$ cat config.mk
export PLATFORM = sky130hd
export DESIGN_NAME = udes_top
export DESIGN_NICKNAME = d
export VERILOG_FILES = /design/src/verilog/udes_pkg.sv /design/src/verilog/udes_flags.sv /design/src/verilog/udes_irq.sv /design/src/verilog/udes_top.sv
export VERILOG_INCLUDE_DIRS = /design/src /design/src/verilog
export SDC_FILE = /design/constraint.sdc
export NUM_CORES = 1
export LEC_CHECK = 0
export ABC_AREA = 1
export ABC_CLOCK_PERIOD_IN_PS = 2000
export BUFFER_PORTS_ARGS = -buffer_cell sky130_fd_sc_hd__buf_4
export CAP_MARGIN = 20
export CORE_ASPECT_RATIO = 0.75
export CORE_MARGIN = 1
export CORE_UTILIZATION = 47
export CTS_CLUSTER_SIZE = 30
export DETAILED_ROUTE_END_ITERATION = 10
export PLACE_DENSITY_LB_ADDON = 0.12
export SLEW_MARGIN = 10
export SYNTH_ARGS = -nofsm -noshare
export SYNTH_HDL_FRONTEND = slang
export SYNTH_SLANG_ARGS = --single-unit
$ cat constraint.sdc
create_clock -name i_clk -period 2 [get_ports i_clk]
set_clock_uncertainty 0.15 [all_clocks]
set_input_delay 0.5 -clock i_clk [delete_from_list [all_inputs] [get_ports i_clk]]
set_output_delay 0.5 -clock i_clk [all_outputs]
set_load 0.01 [all_outputs]
$ cat src/verilog/udes_defines.svh
// udes_defines.svh: offsets, field positions, reset values and timing counts
// of the device event and status register group.
// assumes: included by bare name from the design modules.
`ifndef UDES_DEFINES_SVH
`define UDES_DEFINES_SVH

// ----------------------------------------------------------------------
// register byte offsets
// ----------------------------------------------------------------------
`define UDES_OFS_EVT_CAUSE    12'h400
`define UDES_OFS_IN_HALT      12'h420
`define UDES_OFS_OUT_HALT     12'h444
`define UDES_OFS_EP_STRIDE    12'h004
`define UDES_OFS_DMA_CAP      12'h468
`define UDES_OFS_ACK_XFER     12'h46C
`define UDES_OFS_BUS_ADDR     12'h470
`define UDES_OFS_IRQ_STATUS   12'h500
`define UDES_OFS_IRQ_CLEAR    12'h504
`define UDES_OFS_IRQ_ENABLE   12'h508

// ----------------------------------------------------------------------
// field positions and masks
// ----------------------------------------------------------------------
`define UDES_EVT_ISO_CRC      0
`define UDES_EVT_SUSPEND      1
`define UDES_EVT_RESUME       2
`define UDES_EVT_WAKEUP       3
`define UDES_EVT_READY        4
`define UDES_EVT_MASK         32'h0000001F
`define UDES_DMA_MASK         32'h01FF01FF
`define UDES_ACK_MASK         32'h00FE00FE
`define UDES_HALT_EP_COUNT    8
`define UDES_IRQ_BUS_EVENT    0
`define UDES_IRQ_EP_XFER      1
`define UDES_IRQ_DMA_CAP      2
`define UDES_IRQ_WIDTH        3

// ----------------------------------------------------------------------
// reset values
// ----------------------------------------------------------------------
`define UDES_RST_FLAGS        32'h00000000
`define UDES_RST_IRQ          3'h0

// ----------------------------------------------------------------------
// timing
// ----------------------------------------------------------------------
`define UDES_CLK_PERIOD_NS    4
`define UDES_SUSP_IDLE_NS     3000000
`define UDES_SUSP_IDLE_CYC    (`UDES_SUSP_IDLE_NS / `UDES_CLK_PERIOD_NS)
`define UDES_LINE_J           2'h2

`endif

$ cat src/verilog/udes_pkg.sv
// udes_pkg.sv: state types of the device event and status block.
// assumes: the defines header is compiled alongside.
package udes_pkg;

    // ------------------------------------------------------------------
    // link state
    // ------------------------------------------------------------------
    typedef enum logic [1:0] {
        UDES_LINK_ACTIVE = 2'b01,
        UDES_LINK_SUSP   = 2'b10
    } udes_link_t;

    // ------------------------------------------------------------------
    // module states
    // ------------------------------------------------------------------
    typedef struct packed {
        logic [31:0] flags_r;
    } udes_flag_state_t;

    typedef struct packed {
        logic [2:0] status_r;
        logic [2:0] enable_r;
    } udes_irq_state_t;

    typedef struct packed {
        logic [1:0]  sync1_r;
        logic [1:0]  sync2_r;
        logic [19:0] idle_cnt_r;
        udes_link_t  link_r;
        logic        awake_d_r;
        logic        ready_d_r;
        logic [31:0] rdata_r;
    } udes_main_state_t;

endpackage

$ cat src/verilog/udes_flags.sv
// udes_flags.sv: bank of sticky write-one-to-clear flags.
// assumes: set and clear come from logic on i_clk; set wins over clear.
`timescale 1ns/1ns
`include "udes_defines.svh"
module udes_flags (
    input  wire logic        i_clk,    // core clock
    input  wire logic        i_rst_n,  // sync reset, active low
    input  wire logic [31:0] i_mask,   // implemented bits
    input  wire logic [31:0] i_set,    // set pulses
    input  wire logic [31:0] i_clr,    // write-one-to-clear bits
    output logic      [31:0] o_flags   // flag state
);
    udes_pkg::udes_flag_state_t st_r;
    udes_pkg::udes_flag_state_t st_nxt;

    // ------------------------------------------------------------------
    // next state
    // ------------------------------------------------------------------
    always_comb begin
        st_nxt = st_r;
        st_nxt.flags_r = ((st_r.flags_r & ~i_clr) | i_set) & i_mask;
    end

    always_ff @(posedge i_clk) begin
        if (!i_rst_n) begin
            st_r.flags_r <= `UDES_RST_FLAGS;
        end else begin
            st_r <= st_nxt;
        end
    end

    assign o_flags = st_r.flags_r;

    // ------------------------------------------------------------------
    // checks
    // ------------------------------------------------------------------
    a_set_wins_clr: assert property (
        @(posedge i_clk) disable iff (!i_rst_n)
        (i_set[0] && i_mask[0]) |=> o_flags[0])
        else $error("flag set lost against clear");
    a_clr_drops_bit: assert property (
        @(posedge i_clk) disable iff (!i_rst_n)
        (i_clr[0] && !i_set[0]) |=> !o_flags[0])
        else $error("flag not cleared by write one");
endmodule

$ cat src/verilog/udes_irq.sv
// udes_irq.sv: sticky interrupt status, write-only clear, enable, level output.
// assumes: events are one-cycle pulses on i_clk.
`timescale 1ns/1ns
`include "udes_defines.svh"
module udes_irq (
    input  wire logic       i_clk,     // core clock
    input  wire logic       i_rst_n,   // sync reset, active low
    input  wire logic [2:0] i_event,   // event pulses
    input  wire logic [2:0] i_clr,     // clear bits, one-cycle
    input  wire logic       i_en_we,   // enable register write
    input  wire logic [2:0] i_en_data, // enable write data
    output logic      [2:0] o_status,  // sticky status
    output logic      [2:0] o_enable,  // enable register
    output logic            o_irq      // level interrupt
);
    udes_pkg::udes_irq_state_t st_r;
    udes_pkg::udes_irq_state_t st_nxt;

    always_comb begin
        st_nxt = st_r;
        st_nxt.status_r = (st_r.status_r & ~i_clr) | i_event;
        if (i_en_we) begin
            st_nxt.enable_r = i_en_data;
        end
    end

    always_ff @(posedge i_clk) begin
        if (!i_rst_n) begin
            st_r.status_r <= `UDES_RST_IRQ;
            st_r.enable_r <= `UDES_RST_IRQ;
        end else begin
            st_r <= st_nxt;
        end
    end

    assign o_status = st_r.status_r;
    assign o_enable = st_r.enable_r;
    assign o_irq    = |(st_r.status_r & st_r.enable_r);

    a_irq_level_en: assert property (
        @(posedge i_clk) disable iff (!i_rst_n)
        (|(i_event & st_nxt.enable_r)) |=> o_irq)
        else $error("enabled event did not raise interrupt");
endmodule

$ cat src/verilog/udes_top.sv
// udes_top.sv: device event-cause, endpoint status and bus address registers.
// assumes: endpoint, DMA and MAC inputs come from logic on i_clk; i_dp and
// i_dm are bus pins; the register port is a plain strobe port on i_clk.
//
// How it works
// - event-cause register shows which condition raised the aggregated bus event
// - CRC error on isochronous OUT endpoint 8 sets a flag; write one clears
// - bus idle long enough for suspend sets suspend flag; write one clears
// - K state or restarted activity while suspended sets resume flag
// - MAC woken and operational sets wake-up-permitted flag; write one clears
// - device becoming ready sets ready flag; write one clears
// - eight IN halted words at 0x420, stride four, usable as get-status reply
// - eight OUT halted words at 0x444, stride four, usable as get-status reply
// - DMA capture flags per IN and OUT endpoint 0-8; write one clears
// - acknowledged transfer flags endpoints 1-7 raise endpoint event; write one clears
//
// Added by the designer: the plain strobed port.
`timescale 1ns/1ns
`include "udes_defines.svh"
module udes_top #(
    parameter logic [19:0] P_SUSP_IDLE_CYC = 20'(`UDES_SUSP_IDLE_CYC) // idle cycles to suspend
) (
    input  wire logic        i_clk,          // core clock, 250 MHz
    input  wire logic        i_rst_n,        // sync reset, active low
    input  wire logic [11:0] i_addr,         // register byte address
    input  wire logic [31:0] i_wdata,        // write data
    input  wire logic        i_wr,           // write strobe
    input  wire logic        i_rd,           // read strobe
    output logic      [31:0] o_rdata,        // read data, cycle after i_rd
    input  wire logic        i_dp,           // bus D+ pin
    input  wire logic        i_dm,           // bus D- pin
    input  wire logic        i_iso_crc_err,  // crc error pulse, iso OUT ep 8
    input  wire logic        i_mac_awake,    // MAC woken and operational
    input  wire logic        i_dev_ready,    // device ready for operation
    input  wire logic [8:0]  i_dma_cap_in,   // DMA capture pulses, IN 0-8
    input  wire logic [8:0]  i_dma_cap_out,  // DMA capture pulses, OUT 0-8
    input  wire logic [7:1]  i_ack_in,       // acked transfer pulses, IN 1-7
    input  wire logic [7:1]  i_ack_out,      // acked transfer pulses, OUT 1-7
    input  wire logic [7:0]  i_in_halted,    // IN endpoint halted levels
    input  wire logic [7:0]  i_out_halted,   // OUT endpoint halted levels
    input  wire logic [6:0]  i_bus_addr,     // address assigned by host
    output logic             o_bus_event,    // aggregated bus event pulse
    output logic             o_ep_xfer_event,// endpoint transfer event pulse
    output logic             o_suspended,    // link in suspend
    output logic             o_irq           // level interrupt
);
    udes_pkg::udes_main_state_t st_r;
    udes_pkg::udes_main_state_t st_nxt;

    logic [31:0] cause_set;
    logic [31:0] cause_clr;
    logic [31:0] cause_flags;
    logic [31:0] dma_set;
    logic [31:0] dma_clr;
    logic [31:0] dma_flags;
    logic [31:0] ack_set;
    logic [31:0] ack_clr;
    logic [31:0] ack_flags;
    logic [2:0]  irq_event;
    logic [2:0]  irq_clr;
    logic [2:0]  irq_status;
    logic [2:0]  irq_enable;
    logic        susp_hit;
    logic        resume_hit;
    logic        line_j;

    // ------------------------------------------------------------------
    // helpers
    // ------------------------------------------------------------------
    // halted word for an address inside an eight-word block, else zero
    function automatic logic [31:0] halt_word(input logic [11:0] addr,
                                              input logic [11:0] base,
                                              input logic [7:0]  halted);
        logic [11:0] ofs;
        ofs = addr - base;
        halt_word = 32'h00000000;
        if (addr >= base && ofs < 12'(`UDES_HALT_EP_COUNT * 4) && ofs[1:0] == 2'h0) begin
            halt_word = {31'h00000000, halted[ofs[4:2]]};
        end
    endfunction

    function automatic logic [31:0] w1c(input logic [11:0] addr,
                                        input logic [11:0] target);
        w1c = (i_wr && addr == target) ? i_wdata : 32'h00000000;
    endfunction

    // ------------------------------------------------------------------
    // line state and suspend tracking
    // ------------------------------------------------------------------
    assign line_j     = (st_r.sync2_r == `UDES_LINE_J);
    assign susp_hit   = (st_r.link_r == udes_pkg::UDES_LINK_ACTIVE) && line_j
                        && (st_r.idle_cnt_r == P_SUSP_IDLE_CYC - 20'h00001);
    assign resume_hit = (st_r.link_r == udes_pkg::UDES_LINK_SUSP) && !line_j;

    always_comb begin
        st_nxt = st_r;
        st_nxt.sync1_r   = {i_dp, i_dm};
        st_nxt.sync2_r   = st_r.sync1_r;
        st_nxt.awake_d_r = i_mac_awake;
        st_nxt.ready_d_r = i_dev_ready;
        case (st_r.link_r)
            udes_pkg::UDES_LINK_ACTIVE: begin
                if (!line_j) begin
                    st_nxt.idle_cnt_r = 20'h00000;
                end else if (susp_hit) begin
                    st_nxt.idle_cnt_r = 20'h00000;
                    st_nxt.link_r     = udes_pkg::UDES_LINK_SUSP;
                end else begin
                    st_nxt.idle_cnt_r = st_r.idle_cnt_r + 20'h00001;
                end
            end
            udes_pkg::UDES_LINK_SUSP: begin
                st_nxt.idle_cnt_r = 20'h00000;
                if (resume_hit) begin
                    st_nxt.link_r = udes_pkg::UDES_LINK_ACTIVE;
                end
            end
            default: begin
                st_nxt.idle_cnt_r = 20'h00000;
                st_nxt.link_r     = udes_pkg::UDES_LINK_ACTIVE;
            end
        endcase
        st_nxt.rdata_r = 32'h00000000;
        if (i_rd) begin
            case (i_addr)
                `UDES_OFS_EVT_CAUSE:  st_nxt.rdata_r = cause_flags;
                `UDES_OFS_DMA_CAP:    st_nxt.rdata_r = dma_flags;
                `UDES_OFS_ACK_XFER:   st_nxt.rdata_r = ack_flags;
                `UDES_OFS_BUS_ADDR:   st_nxt.rdata_r = {25'h0000000, i_bus_addr};
                `UDES_OFS_IRQ_STATUS: st_nxt.rdata_r = {29'h00000000, irq_status};
                `UDES_OFS_IRQ_ENABLE: st_nxt.rdata_r = {29'h00000000, irq_enable};
                default: begin
                    st_nxt.rdata_r = halt_word(i_addr, `UDES_OFS_IN_HALT, i_in_halted)
                                   | halt_word(i_addr, `UDES_OFS_OUT_HALT, i_out_halted);
                end
            endcase
        end
    end

    always_ff @(posedge i_clk) begin
        if (!i_rst_n) begin
            st_r.sync1_r    <= `UDES_LINE_J;
            st_r.sync2_r    <= `UDES_LINE_J;
            st_r.idle_cnt_r <= 20'h00000;
            st_r.link_r     <= udes_pkg::UDES_LINK_ACTIVE;
            st_r.awake_d_r  <= 1'b0;
            st_r.ready_d_r  <= 1'b0;
            st_r.rdata_r    <= 32'h00000000;
        end else begin
            st_r <= st_nxt;
        end
    end

    // ------------------------------------------------------------------
    // event-cause flags
    // ------------------------------------------------------------------
    // cause set pulses
    always_comb begin
        cause_set = 32'h00000000;
        cause_set[`UDES_EVT_ISO_CRC] = i_iso_crc_err;
        cause_set[`UDES_EVT_SUSPEND] = susp_hit;
        cause_set[`UDES_EVT_RESUME]  = resume_hit;
        cause_set[`UDES_EVT_WAKEUP]  = i_mac_awake && !st_r.awake_d_r;
        cause_set[`UDES_EVT_READY]   = i_dev_ready && !st_r.ready_d_r;
    end
    assign cause_clr = w1c(i_addr, `UDES_OFS_EVT_CAUSE);

    udes_flags u_cause (
        .i_clk   (i_clk),
        .i_rst_n (i_rst_n),
        .i_mask  (`UDES_EVT_MASK),
        .i_set   (cause_set),
        .i_clr   (cause_clr),
        .o_flags (cause_flags)
    );

    // ------------------------------------------------------------------
    // endpoint flags
    // ------------------------------------------------------------------
    // dma capture flags
    assign dma_set = {7'h00, i_dma_cap_out, 7'h00, i_dma_cap_in};
    assign dma_clr = w1c(i_addr, `UDES_OFS_DMA_CAP);
    assign ack_set = {8'h00, i_ack_out, 1'b0, 8'h00, i_ack_in, 1'b0};
    assign ack_clr = w1c(i_addr, `UDES_OFS_ACK_XFER);

    udes_flags u_dma (
        .i_clk   (i_clk),
        .i_rst_n (i_rst_n),
        .i_mask  (`UDES_DMA_MASK),
        .i_set   (dma_set),
        .i_clr   (dma_clr),
        .o_flags (dma_flags)
    );

    udes_flags u_ack (
        .i_clk   (i_clk),
        .i_rst_n (i_rst_n),
        .i_mask  (`UDES_ACK_MASK),
        .i_set   (ack_set),
        .i_clr   (ack_clr),
        .o_flags (ack_flags)
    );

    // ------------------------------------------------------------------
    // interrupts and outputs
    // ------------------------------------------------------------------
    assign o_bus_event     = |cause_set;
    assign o_ep_xfer_event = |ack_set;

    always_comb begin
        irq_event = 3'h0;
        irq_event[`UDES_IRQ_BUS_EVENT] = o_bus_event;
        irq_event[`UDES_IRQ_EP_XFER]   = o_ep_xfer_event;
        irq_event[`UDES_IRQ_DMA_CAP]   = |dma_set;
    end
    assign irq_clr = (i_wr && i_addr == `UDES_OFS_IRQ_CLEAR) ? i_wdata[2:0] : 3'h0;

    udes_irq u_irq (
        .i_clk     (i_clk),
        .i_rst_n   (i_rst_n),
        .i_event   (irq_event),
        .i_clr     (irq_clr),
        .i_en_we   (i_wr && i_addr == `UDES_OFS_IRQ_ENABLE),
        .i_en_data (i_wdata[2:0]),
        .o_status  (irq_status),
        .o_enable  (irq_enable),
        .o_irq     (o_irq)
    );

    assign o_rdata     = st_r.rdata_r;
    assign o_suspended = (st_r.link_r == udes_pkg::UDES_LINK_SUSP);

    // ------------------------------------------------------------------
    // checks
    // ------------------------------------------------------------------
    a_iso_crc_read: assert property (
        @(posedge i_clk) disable iff (!i_rst_n)
        i_iso_crc_err
        |=> cause_flags[`UDES_EVT_ISO_CRC])
        else $error("iso crc flag not set");
    a_susp_after_idle: assert property (
        @(posedge i_clk) disable iff (!i_rst_n)
        susp_hit |=> o_suspended && cause_flags[`UDES_EVT_SUSPEND])
        else $error("suspend not entered after idle count");
    a_resume_sets: assert property (
        @(posedge i_clk) disable iff (!i_rst_n)
        (o_suspended && st_r.sync2_r != `UDES_LINE_J)
        |=> !o_suspended && cause_flags[`UDES_EVT_RESUME])
        else $error("resume not flagged on activity");
    a_wakeup_rise: assert property (
        @(posedge i_clk) disable iff (!i_rst_n)
        $rose(i_mac_awake) |=> cause_flags[`UDES_EVT_WAKEUP])
        else $error("wake-up flag not set");
    a_ready_event: assert property (
        @(posedge i_clk) disable iff (!i_rst_n)
        $rose(i_dev_ready) |-> o_bus_event ##1 cause_flags[`UDES_EVT_READY])
        else $error("ready cause not raised");
    a_halt_in_word: assert property (
        @(posedge i_clk) disable iff (!i_rst_n)
        (i_rd && i_addr == `UDES_OFS_IN_HALT + `UDES_OFS_EP_STRIDE * 12'h003)
        |=> o_rdata == {31'h00000000, $past(i_in_halted[3])})
        else $error("IN halted word wrong");
    a_halt_out_word: assert property (
        @(posedge i_clk) disable iff (!i_rst_n)
        (i_rd && i_addr == `UDES_OFS_OUT_HALT + `UDES_OFS_EP_STRIDE * 12'h007)
        |=> o_rdata == {31'h00000000, $past(i_out_halted[7])})
        else $error("OUT halted word wrong");
    a_ack_event: assert property (
        @(posedge i_clk) disable iff (!i_rst_n)
        i_ack_out[7] |-> o_ep_xfer_event ##1 ack_flags[23])
        else $error("ack transfer not recorded");
    a_reset_clear: assert property (
        @(posedge i_clk)
        !i_rst_n |=> (cause_flags == 32'h00000000 && dma_flags == 32'h00000000
                      && ack_flags == 32'h00000000))
        else $error("flags not zero after reset");
    a_addr_read: assert property (
        @(posedge i_clk) disable iff (!i_rst_n)
        (i_rd && i_addr == `UDES_OFS_BUS_ADDR) |=> o_rdata[6:0] == $past(i_bus_addr))
        else $error("bus address readback wrong");
endmodule
==> flow_metrics.py <==
metrics = {
    "sta": {
        "maxSlewViolCount": 0,
        "rsz0062_at_grt": "true",
        "relSlewSlack_pct": 65.2,
        "setup_viol": 1,
        "hold_ws_ns": 0.192,
        "min_period_ns": 2.19,
        "finalHoldViolations": 0,
        "final.setup.worst_slack_ns": -0.190,
        "finalCritPeriodShare_pct": 109,
        "worst_slew_pin_slew_ns": 0.522,
        "max_freq_ghz": 0.457,
    },
    "grt": {
        "grt_pass1_wl_um": 20900,
        "gr-total-overflow": 0,
        "antenna_found_initial": 0,
        "track_usage_pct": 25.4,
        "grt_start_max_net_pins": 45,
        "grt_pass1_vias": 4457,
    },
    "worst_setup_path": {
        "crit_path_start_kind": "register",
        "crit_arrival_ns": 1.54,
        "crit_required_ns": 1.35,
        "critical_path.top_delay_family": "simple AND/OR/NAND/NOR gates",
        "worstReg2RegStart": "st_r[36]",
        "cp_slowest_cell": "dfxtp_2",
        "critical_path_buf_inv_count": 1,
        "cpMostUsedCell": "nand2_4",
        "crit_path_end_kind": "output pin",
        "criticalPathCategory": "register to output pin",
        "crit_chain": "ha_4, nand2_4, nor2_4, nand2_4, nor3_4, nand3_2, nand2_2, buf_6",
        "slowest_delay_ns": 0.35,
        "critPathMaxFanout": 2,
        "critPathLaunch": "st_r[36]",
    },
    "power_and_ir_drop": {
        "cell_internal_pwr_w": 0.00299,
        "p_per_area_mw_per_mm2": 627,
        "ir_drop_v": 0.000507,
        "swShare_pct": 24.8,
        "power.share.sequential_pct": 47.0,
        "p_leak_nw": 3.02,
        "power.total_w": 0.00398,
        "clkPwrFrac_pct": 40.3,
        "pwr-share-comb_pct": 12.7,
        "switchingPower_w": 0.000988,
    },
    "synthesis": {
        "synthTopCellsByArea": "dfxtp_1 37%, inv_1 9.9%, nand2_1 7.7%",
        "yosysMostFrequentCell": "inv_1",
        "ys_seq_area_share_pct": 37.5,
        "ys_types": 41,
        "synth-seq-cells": 89,
        "syn_inst": 689,
        "yosys-top-cells-count": "125 x inv_1, 98 x nand2_1, 89 x dfxtp_1",
        "syn_area_sq_mm": 0.00476,
        "async_flop_share_pct": 0,
        "postSynthAreaPerCell_sq_um": 6.90,
        "synth.top_cell.area_share_pct": 37.5,
        "yosysTopAreaCell": "dfxtp_1",
        "synth_top_flop_cell": "dfxtp_1",
        "ys_warn_count": 0,
        "synth_edf_count": 0,
    },
    "clock_network": {
        "cts_hold_buffers": 0,
        "numCtsBuffers": 9,
        "clockBufferDepth": 2,
        "cts_max_level": 3,
        "clock_latency_ns": 0.35,
        "clock-sinks": 89,
        "clkTransAtPathRegs_ns": 0.06,
        "cts_tree": "yes",
        "clockRootBuffer": "clkbuf_16",
    },
    "floorplan": {
        "die_w_um": 118,
        "io_pins": 144,
        "start_util_pct": 48.9,
        "die_h_um": 89.1,
        "core_sq_mm": 0.00974,
        "fp-row-count": 31,
        "die-area_sq_mm": 0.0105,
    },
    "final_layout": {
        "syn_to_final_growth_pct": 33.4,
        "fin_nets": 949,
        "drive_gt1_share_pct": 28.3,
        "n_antenna_cell": 0,
        "fillCellCount": 880,
        "fin_area_sq_mm": 0.00634,
        "finalNonFillerCells": 969,
    },
    "routing": {
        "wl_per_cell_um": 13.6,
        "wirelength_um": 13200,
        "vias": 4836,
        "vias_per_cell": 4.99,
        "drc": 0,
        "drt_iter0_drc": 356,
        "first_pass_iters": 5,
        "ant_nets": 0,
    },
    "place": {
        "dpl.hpwl_um": 10200,
        "place_congestion": 0.850,
        "dp_cells": 949,
        "placed_area_sq_mm": 0.00593,
        "port_buffers": 115,
    },
    "status": {
        "status": "finished with violations",
        "violations": "setup timing",
    },
    "worst_hold_path": {
        "hold_path.startpoint": "i_mac_awake",
        "hold_class": "input pin to register",
    },
    "run": {
        "max_cap_violations": 0,
    },
}
[layout make-up]
| class | count | area (sq um) | area share [%] |
|---|---|---|---|
| tap | 132 | 165 | 2.60 |
| multi-input combinational | 431 | 2280 | 36.0 |
| inverter | 134 | 503 | 7.93 |
| sequential | 89 | 1780 | 28.1 |
| clock buffer | 12 | 256 | 4.04 |
| clock inverter | 3 | 25.0 | 0.394 |
| timing repair buffer | 168 | 1330 | 20.9 |
[power groups by stage]
| stage | logic [W] | clock network [W] | registers [W] |
|---|---|---|---|
| detailed placement | 0.000492 | 0 | 0.00191 |
| finish | 0.000505 | 0.00161 | 0.00187 |
| CTS | 0.000497 | 0.00162 | 0.00187 |
| global placement | 0.000478 | 0 | 0.00190 |
| floorplan | 0.000250 | 0 | 0.00190 |
| global route | 0.000560 | 0.00170 | 0.00188 |
[path summary, 6_finish.rpt]
path | endpoint | slack, ns | depth (start not counted)
hold reg to reg | st_r[57] | 0.27 | 1
setup / recovery | o_bus_event | -0.19 | 8
hold / removal | st_r[33] | 0.19 | 3
setup reg to reg | st_r[54] | 0.05 | 12
[state kept, by name (all words and copies together) (netlist names)]
| register | cells |
|---|---|
| u_dma.o_flags | 18 |
| u_ack.o_flags | 14 |
| st_nxt | 2 |
| u_irq.o_enable | 3 |
| u_cause.o_flags | 5 |
| st_r | 26 |
| o_rdata | 18 |
| u_irq.o_status | 3 |
[routing by layer]
metal	GRT usage, %	share of wire (%)
met1	34.4	48
met2	39.8	43
met3	6.95	7.7
met4	8.04	1.4
met5	0	0
[stage by stage]
stage	setup WS [ns]	TNS (ns)	utilization, %
2_1_floorplan	0.0219	0	-
3_3_place_gp	-0.0676	-1.32	60.9
3_5_place_dp	-0.125	-2.81	60.9
4_1_cts	-0.309	-0.309	64.2
5_1_grt	-0.274	-0.395	65.2
6_report	-0.190	-0.190	65.2
[worst register-to-register path: cells and delay by family, from the launching register on]
kind / cells / cell delay [ns]
and+or+nand+nor: 8 / 0.88
DFF: 1 / 0.35
buffers and inverters: 3 / 0.32
adders and majority gates: 1 / 0.15
[layout by cell type (no fill, tap or decap), types with 7 or more instances in the layout]
cell and instances:
conb_1 14, nor2_2 9, ha_1 7, nand2_1 94, inv_2 7, dfxtp_1 87
clkbuf_16 9, o21ai_0 42, buf_4 162, a21oi_2 8, nor2_1 55, nand4_1 17
nand3_1 47, a21oi_1 54, o21ai_1 12, nor3_1 13, inv_1 125
[repair_timing]
item                                    CTS  global route
pin swaps                                 5            11
endpoints found under the setup margin    1            15
buffers inserted                          3             2
resized for setup                         7            17
[cells by family (layout without fill, tap and decap cells)]
kind of cell,count (synthesis),after routing,share of synthesized area [%]
fa+ha+maj,8,8,2.10
compound gates,131,131,14.9
simple gates,274,274,27.2
xor+xnor,4,4,0.737
buf+inv,182,317,17.5
other cells,1,14,0.0788
flops,89,89,37.5
Power figures use the tool's default switching activity.
